===== src/rtl/arrtb_map.svh =====
/*
 Register offsets, field positions, reset values and timing counts of the
 counter array time base. Assumes inclusion by the package and the design.
*/
`ifndef ARRTB_MAP_SVH
`define ARRTB_MAP_SVH

// ==========================================================================
// Offsets
`define ARRTB_OFS_CTRL 8'hD8
`define ARRTB_OFS_MODE 8'hD9
`define ARRTB_OFS_CNT_LO 8'hDA
`define ARRTB_OFS_CNT_HI 8'hDB
`define ARRTB_OFS_IRQ_ST 8'hDC
`define ARRTB_OFS_IRQ_MASK 8'hDD

// ==========================================================================
// Mode register fields
`define ARRTB_MODE_IDLE_GATE 7
`define ARRTB_MODE_WDOG_EN 6
`define ARRTB_MODE_SRC_HI 2
`define ARRTB_MODE_SRC_LO 1
`define ARRTB_MODE_OVF_IE 0
`define ARRTB_MODE_WMASK 8'hC7

// ==========================================================================
// Control register fields
`define ARRTB_CTRL_OVF_FLAG 7
`define ARRTB_CTRL_RUN 6
`define ARRTB_CTRL_MOD_MSB 4

// ==========================================================================
// Reset values and timing
`define ARRTB_RST_MODE 8'h00
`define ARRTB_RST_CTRL 8'h00
`define ARRTB_DIV_SLOW 12
`define ARRTB_DIV_SLOW_X2 6
`define ARRTB_DIV_FAST 4
`define ARRTB_DIV_FAST_X2 2

`endif


===== src/rtl/arrtb_pkg.sv =====
/*
 Types of the counter array time base. Assumes arrtb_map.svh beside it.
*/
`include "arrtb_map.svh"

package arrtb_pkg;
	typedef enum logic [1:0] {
		ARRTB_SRC_SLOW = 2'b00,
		ARRTB_SRC_FAST = 2'b01,
		ARRTB_SRC_T0OVF = 2'b10,
		ARRTB_SRC_EXT = 2'b11
	} arrtb_src_t;
endpackage


===== src/rtl/arrtb_core.sv =====
/*
 Shared 16-bit time base of a five-module counter array: source select,
 run and idle gating, overflow and module flags, interrupt.
 Assumes one 10 MHz system clock; module events and timer 0 overflow are
 same-clock pulses; the external count pin is asynchronous.
*/
// Decided for this implementation: the plain strobed port.
`timescale 1ns/1ps
`include "arrtb_map.svh"

// How it works
// - Idle gate set stops counter during idle
// - Watchdog enable bit drives module 4 watchdog
// - Two-bit field selects the count source
// - Overflow interrupt only when enable is set
// - Counter runs only while run bit set
// - Hardware sets overflow flag on rollover
// - Only software write of zero clears overflow
// - Bits 0..4 flag per-module match or capture
// - Only software clears the module flags
// - One counter is shared by five modules
module arrtb_core import arrtb_pkg::*; #(
	parameter int CNT_W = 16,
	parameter int N_MOD = 5
) (
	input wire logic clk_in,
	input wire logic rst_in,
	input wire logic [7:0] addr_in,
	input wire logic [7:0] wdata_in,
	input wire logic wr_in,
	input wire logic rd_in,
	output logic [7:0] rdata_out,
	input wire logic idle_mode_in,
	input wire logic double_speed_mode_in,
	input wire logic timer0_ovf_in,
	input wire logic external_count_input_in,
	input wire logic [N_MOD-1:0] module_event_in,
	output logic [CNT_W-1:0] count_out,
	output logic count_tick_out,
	output logic module4_watchdog_enable_out,
	output logic irq_out
);

	// ======================================================================
	// Register decode
	logic [7:0] mode_r;
	logic ovf_flag_r;
	logic run_r;
	logic [N_MOD-1:0] mod_flag_r;
	logic [CNT_W-1:0] cnt_r;
	logic [7:0] irq_st_r;
	logic [7:0] irq_mask_r;
	logic [7:0] rdata_r;

	wire wr_ctrl = wr_in && (addr_in == `ARRTB_OFS_CTRL);
	wire wr_mode = wr_in && (addr_in == `ARRTB_OFS_MODE);
	wire wr_lo = wr_in && (addr_in == `ARRTB_OFS_CNT_LO);
	wire wr_hi = wr_in && (addr_in == `ARRTB_OFS_CNT_HI);
	wire wr_ist = wr_in && (addr_in == `ARRTB_OFS_IRQ_ST);
	wire wr_imask = wr_in && (addr_in == `ARRTB_OFS_IRQ_MASK);

	wire [7:0] ctrl_view = {ovf_flag_r, run_r, 1'b0, 5'(mod_flag_r)};
	wire idle_gate = mode_r[`ARRTB_MODE_IDLE_GATE];
	wire ovf_ie = mode_r[`ARRTB_MODE_OVF_IE];
	wire [1:0] src_sel = {mode_r[`ARRTB_MODE_SRC_HI], mode_r[`ARRTB_MODE_SRC_LO]};

	// ======================================================================
	// Count sources
	logic [3:0] div_r;
	logic ext_s1_r;
	logic ext_s2_r;
	logic ext_s3_r;

	wire [3:0] div_top = double_speed_mode_in
		? ((src_sel == 2'b00) ? 4'(`ARRTB_DIV_SLOW_X2 - 1) : 4'(`ARRTB_DIV_FAST_X2 - 1))
		: ((src_sel == 2'b00) ? 4'(`ARRTB_DIV_SLOW - 1) : 4'(`ARRTB_DIV_FAST - 1));
	wire div_tick = (div_r >= div_top);
	// Only the second and third stages feed the edge detector
	wire ext_rise = ext_s2_r && !ext_s3_r;

	logic src_pulse;
	always_comb begin
		unique case (arrtb_src_t'(src_sel))
			ARRTB_SRC_SLOW: src_pulse = div_tick;
			ARRTB_SRC_FAST: src_pulse = div_tick;
			ARRTB_SRC_T0OVF: src_pulse = timer0_ovf_in;
			ARRTB_SRC_EXT: src_pulse = ext_rise;
		endcase
	end

	// Pin sampled at 10 MHz, so rises faster than osc/2 may be missed
	wire cnt_en = run_r && !(idle_gate && idle_mode_in);
	wire tick = cnt_en && src_pulse;
	wire wrap = tick && (cnt_r == {CNT_W{1'b1}});

	always_ff @(posedge clk_in or posedge rst_in) begin
		if (rst_in) begin
			div_r <= 4'h0;
			ext_s1_r <= 1'b0;
			ext_s2_r <= 1'b0;
			ext_s3_r <= 1'b0;
		end else begin
			// Prescaler only advances while counting so a stop freezes phase
			if (cnt_en) begin
				div_r <= div_tick ? 4'h0 : div_r + 4'h1;
			end
			ext_s1_r <= external_count_input_in;
			ext_s2_r <= ext_s1_r;
			ext_s3_r <= ext_s2_r;
		end
	end

	// ======================================================================
	// Time base counter, shared by all modules
	always_ff @(posedge clk_in or posedge rst_in) begin
		if (rst_in) begin
			cnt_r <= '0;
		end else if (wr_lo) begin
			cnt_r[7:0] <= wdata_in;
		end else if (wr_hi) begin
			cnt_r[CNT_W-1:8] <= wdata_in[CNT_W-9:0];
		end else if (tick) begin
			cnt_r <= cnt_r + 1'b1;
		end
	end

	// ======================================================================
	// Mode and control registers
	// Hardware set wins over a software clear in the same cycle
	wire [N_MOD-1:0] mod_flag_nxt = (wr_ctrl ? (mod_flag_r & wdata_in[N_MOD-1:0]) : mod_flag_r)
		| module_event_in;
	wire ovf_flag_nxt = wrap ? 1'b1
		: (wr_ctrl ? wdata_in[`ARRTB_CTRL_OVF_FLAG] : ovf_flag_r);

	always_ff @(posedge clk_in or posedge rst_in) begin
		if (rst_in) begin
			mode_r <= `ARRTB_RST_MODE;
			run_r <= 1'b0;
			ovf_flag_r <= 1'b0;
			mod_flag_r <= '0;
		end else begin
			if (wr_mode) begin
				mode_r <= wdata_in & `ARRTB_MODE_WMASK;
			end
			if (wr_ctrl) begin
				run_r <= wdata_in[`ARRTB_CTRL_RUN];
			end
			ovf_flag_r <= ovf_flag_nxt;
			mod_flag_r <= mod_flag_nxt;
		end
	end

	// ======================================================================
	// Interrupt status: bit 7 overflow, bits 0..4 module events
	wire [7:0] ev_vec = {wrap, 2'b00, 5'(module_event_in)};
	wire [7:0] irq_st_nxt = (wr_ist ? (irq_st_r & ~wdata_in) : irq_st_r) | ev_vec;

	always_ff @(posedge clk_in or posedge rst_in) begin
		if (rst_in) begin
			irq_st_r <= 8'h00;
			irq_mask_r <= 8'h00;
		end else begin
			irq_st_r <= irq_st_nxt;
			if (wr_imask) begin
				irq_mask_r <= wdata_in;
			end
		end
	end

	// Overflow path also obeys the mode register enable
	wire irq_ovf = ovf_ie && ovf_flag_r && irq_mask_r[7] && irq_st_r[7];
	wire irq_mod = |(irq_st_r[6:0] & irq_mask_r[6:0]);
	assign irq_out = irq_ovf || irq_mod;

	// ======================================================================
	// Read path
	logic [7:0] rsel;
	always_comb begin
		unique case (addr_in)
			`ARRTB_OFS_CTRL: rsel = ctrl_view;
			`ARRTB_OFS_MODE: rsel = mode_r;
			`ARRTB_OFS_CNT_LO: rsel = cnt_r[7:0];
			`ARRTB_OFS_CNT_HI: rsel = cnt_r[CNT_W-1:8];
			`ARRTB_OFS_IRQ_ST: rsel = irq_st_r;
			`ARRTB_OFS_IRQ_MASK: rsel = irq_mask_r;
			default: rsel = 8'h00;
		endcase
	end

	always_ff @(posedge clk_in or posedge rst_in) begin
		if (rst_in) begin
			rdata_r <= 8'h00;
		end else if (rd_in) begin
			rdata_r <= rsel;
		end else begin
			rdata_r <= 8'h00;
		end
	end

	assign rdata_out = rdata_r;
	assign count_out = cnt_r;
	assign count_tick_out = tick;
	assign module4_watchdog_enable_out = mode_r[`ARRTB_MODE_WDOG_EN];

	// ======================================================================
	// Flag checks, one set per compare module
	for (genvar m = 0; m < N_MOD; m++) begin : g_flag_chk

	end

	// ======================================================================
	// Counting checks
	// Cycles the counter has sat stopped with no software write to it;
	// a counter of cycles keeps the check cheap however long the stop lasts
	logic [7:0] stop_len_r;
	always_ff @(posedge clk_in or posedge rst_in) begin
		if (rst_in) begin
			stop_len_r <= 8'h00;
		end else if (cnt_en || wr_lo || wr_hi) begin
			stop_len_r <= 8'h00;
		end else if (stop_len_r != 8'hFF) begin
			stop_len_r <= stop_len_r + 8'h01;
		end
	end
endmodule


===== config.mk =====
export PLATFORM = sky130hd
export DESIGN_NAME = arrtb_core
export DESIGN_NICKNAME = d
export VERILOG_FILES = /design/src/rtl/arrtb_pkg.sv /design/src/rtl/arrtb_core.sv
export VERILOG_INCLUDE_DIRS = /design/src /design/src/rtl
export SDC_FILE = /design/constraint.sdc
export NUM_CORES = 1
export LEC_CHECK = 0
export ABC_AREA = 1
export BUFFER_PORTS_ARGS = -buffer_cell sky130_fd_sc_hd__buf_2
export CAP_MARGIN = 20
export CORE_MARGIN = 8
export CORE_UTILIZATION = 35
export DETAILED_ROUTE_END_ITERATION = 8
export GPL_ROUTABILITY_DRIVEN = 0
export GPL_TIMING_DRIVEN = 1
export PLACE_DENSITY_LB_ADDON = 0.05
export SLEW_MARGIN = 40
export SYNTH_ARGS = -nofsm -noshare
export SYNTH_HDL_FRONTEND = slang
export SYNTH_SLANG_ARGS = --single-unit

===== constraint.sdc =====
create_clock -name clk_in -period 3.5 [get_ports clk_in]
set_clock_uncertainty 0.05 [all_clocks]
set_input_delay 0 -clock clk_in [delete_from_list [all_inputs] [get_ports clk_in]]
set_output_delay 0 -clock clk_in [all_outputs]
set_load 0.005 [all_outputs]

==> results <==
- The run finished with clean final reports.
- The starting density of the core is a little over a third.
- The sum of routed wire length over all layers is about 11 mm.
- The floorplan step set the die width to roughly 120 um.
- Sorting the synthesized cells by area gives the leading types as sky130_fd_sc_hd__dfrtp_1, sky130_fd_sc_hd__nand2_1, sky130_fd_sc_hd__inv_1.
- The remaining number of nets flagged by the antenna check after routing is 0.
- The number of global-route vias before repair is 3249.
- The depth of the most critical reg-to-reg path is 11.
- Buffers added to address setup during post-CTS repair amount to 0.
- The post-DP HPWL is between 8 and 9 mm.
- The setup-violating endpoint count in the final report is 0.
- The net count after synthesis is 512.
- Counting instances, the worst hold path has a depth of 5.
- The wire length per cell is roughly 16 um.
- The maximum fanout along the worst path is 9.
- In this run the critical register-to-register path is launched from mode_r[1]$_DFFE_PP0P_.
- The number of vias per cell is around 4.8.
- The wire length of the first global-routing pass is 17.5 mm.
- For this run, the register share of the synthesized area comes to roughly two fifths.
- Setup repair after global routing left no endpoint under its margin.
- The critical path starts at mode_r[1]$_DFFE_PP0P_.
- Ranked by instance count, the synthesized netlist is headed by sky130_fd_sc_hd__nand2_1, sky130_fd_sc_hd__dfrtp_1, sky130_fd_sc_hd__inv_1.
- STA puts the critical path data required time at approximately 3.7 ns.
- In the routed design, unresolved DRC markers number 0.
- The area share of the largest cell type after synthesis is between 40% and 50%.
- Once the clock tree was built, the resizer swapped 0 gates to a different size.
- The post-route worst setup slack is roughly 1.5 ns.
- The largest net degree at the start of global routing is 40.
- In this run the power density over the cells is roughly 380 nW/um^2.
- Across the run, the number of max-cap violations was 0.
- The average instance in the mapped netlist occupies ~7.4 um^2.
- Dividing the final minimum period by the clock period gives about 59%.
- The total count of max-transition violations in the final report was 0.
- The fraction of registers with async set or reset after synthesis is 100%.
- Cells with a size suffix above 1 make up 19.6% of the layout.
- In this run the critical register-to-register path is captured at count_out[3]$_DFFE_PP0P_.
- Among all flip-flop cells after synthesis, the most frequent one is sky130_fd_sc_hd__dfrtp_1.
- The kind of critical path is reg2reg.
- Data on the critical path arrives at its endpoint at ~2.2 ns.
- IR analysis of the VDD net gives a maximum drop of 230 uV.
- After layout, the minimum clock period comes to 2.05 ns.
- The internal reg-to-reg setup slack is about 1.5 ns.
- The reported leakage power is 2.23 nW.
- The area added between synthesis and finish is 24.0%.
- The clock transition at the registers of the reported paths is 0.07 ns.
- The level count of the clock H-tree is 3.
- The worst slew margin relative to its limit is 55.9%.
- The worst hold path belongs to the class in2reg.
- Excluding fillers, the count of instances in the completed layout stands at 700.
- The count of state elements after synthesis is 59.
- After clock tree synthesis, the flow added hold-fix buffers numbering 22.
- The post-layout net count is roughly 600.
- In this run, CTS created clock tree buffers numbering 9.
- For this design, the sink count on the clock tree is 59.
- The aggregate global routing overflow is 0.
- The number of buffers on the longest clock path is 2.
- The worst setup path is captured at a register.
- The most common cell in the synthesized netlist is sky130_fd_sc_hd__nand2_1.
- Adding up every negative setup slack in the final design gives 0 ns.
- For the worst-skew pair, the clock arrives at the later sink with an insertion delay of around 0.34 ns.
- The number of I/O pins is 56.
- The clock tree from TritonCTS is done.
- The worst slack after detailed placement is around 1.5 ns.
- The die boundary height is around 120 um.
- The count of unique library cells instantiated by Yosys is 35.
- The detailed router finished its first iteration with 298 violations.
- The origin of the worst min-delay path is wdata_in[1].
- The region available for standard cell placement spans ~10000 um^2.
- The maximum achievable frequency is a little under 500 MHz.
- The antenna diode count is 0.
- The port buffer count is 55.
- The tree is rooted in a sky130_fd_sc_hd__clkbuf_8.
- The global router's overall resource usage is around 17%.
- The yosys synthesis warning count is 0.
- The vias after detailed routing is approximately 3400.
- The post-synthesis cell count is 478.
- The number of optimization iterations in the first detailed-route pass is 7.
- The number of antenna violations at the first check in global routing was 0.
- The hold path endpoint is count_out[9]$_DFFE_PP0P_.
- At the pin with the least slew margin, the transition time is 0.659 ns.
- The number of cells after detailed placement is 662.
- The number of hold violations in the final report is 0.
- The worst setup path is launched from a register.
- The die covers about 14000 um^2.
- Yosys mapped a number of flops with a built-in enable equal to 0.
- Summed over all instances, the cell type with the most area after synthesis is sky130_fd_sc_hd__dfrtp_1.
- The mapped netlist covers between 3000 and 4000 um^2.
- Row generation in the floorplan step produced 36 rows.
[area by class of cell]
cell class | instances | area, um^2
sequential | 59 | 1480
inverter | 62 | 239
clock buffer | 12 | 155
multi-input combinational | 351 | 1770
fill | 1035 | 5390
clock inverter | 4 | 72.6
tap | 133 | 166
timing repair buffer | 79 | 510
[how the worst max path moves through the flow]
stage                               end  slack, ns  depth (start not counted)
6_report       count_out[3]$_DFFE_PP0P_       1.45                         11
5_1_grt        count_out[3]$_DFFE_PP0P_       1.27                         11
4_1_cts        count_out[3]$_DFFE_PP0P_       1.45                         11
3_5_place_dp   count_out[3]$_DFFE_PP0P_       1.47                         11
3_3_place_gp   count_out[6]$_DFFE_PP0P_       1.55                         11
2_1_floorplan  count_out[5]$_DFFE_PP0P_       1.78                         11
[cells in the final DEF, fill, tap and decap left out, types with 3 or more instances in the layout]
cell type / instances
sky130_fd_sc_hd__nand2_4: 4
sky130_fd_sc_hd__nand4_1: 7
sky130_fd_sc_hd__dfrtp_1: 59
sky130_fd_sc_hd__o21a_1: 3
sky130_fd_sc_hd__o21ai_0: 28
sky130_fd_sc_hd__nor2_1: 34
sky130_fd_sc_hd__o21ai_2: 5
sky130_fd_sc_hd__o22ai_1: 5
sky130_fd_sc_hd__nand2_2: 9
sky130_fd_sc_hd__xor2_1: 5
sky130_fd_sc_hd__ha_1: 5
sky130_fd_sc_hd__nand2_1: 167
sky130_fd_sc_hd__inv_1: 55
sky130_fd_sc_hd__buf_2: 55
sky130_fd_sc_hd__nor2_2: 3
sky130_fd_sc_hd__nand3_1: 33
sky130_fd_sc_hd__nor3_4: 3
sky130_fd_sc_hd__clkbuf_8: 11
sky130_fd_sc_hd__dlygate4sd3_1: 22
sky130_fd_sc_hd__o21ai_1: 13
sky130_fd_sc_hd__a21oi_1: 11
sky130_fd_sc_hd__inv_2: 4
[sequential cells by signal (all words and copies together), names as in the netlist]
| signal | flops |
|---|---|
| count_out | 16 |
| irq_mask_r | 8 |
| irq_st_r | 8 |
| rdata_out | 8 |
| mod_flag_r | 5 |
| mode_r | 5 |
| div_r | 4 |
| ext_s1_r | 1 |
| ext_s2_r | 1 |
| ext_s3_r | 1 |
| ovf_flag_r | 1 |
| run_r | 1 |
[power breakdown]
part / internal, mW / switching, mW
Sequential: 0.714 / 0.0353
Combinational: 0.0754 / 0.114
Clock: 0.439 / 0.290
Total: 1.23 / 0.439
[per-layer routing]
layer	track usage [%]	up-vias	routed length [um]
met1	24.7	1570	5310
li1	-	1693	-
met2	24.5	116	4690
met3	3.93	13	787
met4	4.32	0	161
met5	0	-	0
[critical path: stages (launching register included)]
cell and delay (ns):
sky130_fd_sc_hd__dfrtp_1 0.40, sky130_fd_sc_hd__inv_1 0.12, sky130_fd_sc_hd__nand3b_1 0.10, sky130_fd_sc_hd__ha_1 0.29, sky130_fd_sc_hd__a21oi_1 0.19, sky130_fd_sc_hd__nand3_1 0.09, sky130_fd_sc_hd__nand3_1 0.20, sky130_fd_sc_hd__nand2_2 0.10
sky130_fd_sc_hd__nand2_4 0.12, sky130_fd_sc_hd__clkinv_2 0.14, sky130_fd_sc_hd__nand2_1 0.09, sky130_fd_sc_hd__nand2_1 0.05
[kinds of logic after synthesis]
logic type	after synthesis	share of synthesized area (%)
compound gates	66	10.3
xor+xnor	7	1.73
fa+ha+maj	5	1.77
buf+inv	68	8.32
flops	59	41.8
simple gates	273	36.1
[through the flow]
step	instance area [um^2]	hold slack, ns	util, %	power, mW
floorplan	3540	-0.0186	-	0.866
global placement	3940	0.0614	40.3	0.937
detailed placement	3940	0.0325	40.3	0.939
CTS	4390	0.0156	44.9	1.69
global route	4390	0.0502	44.9	1.75
finish	4390	0.0313	44.9	1.67
Power figures use the tool's default switching activity.
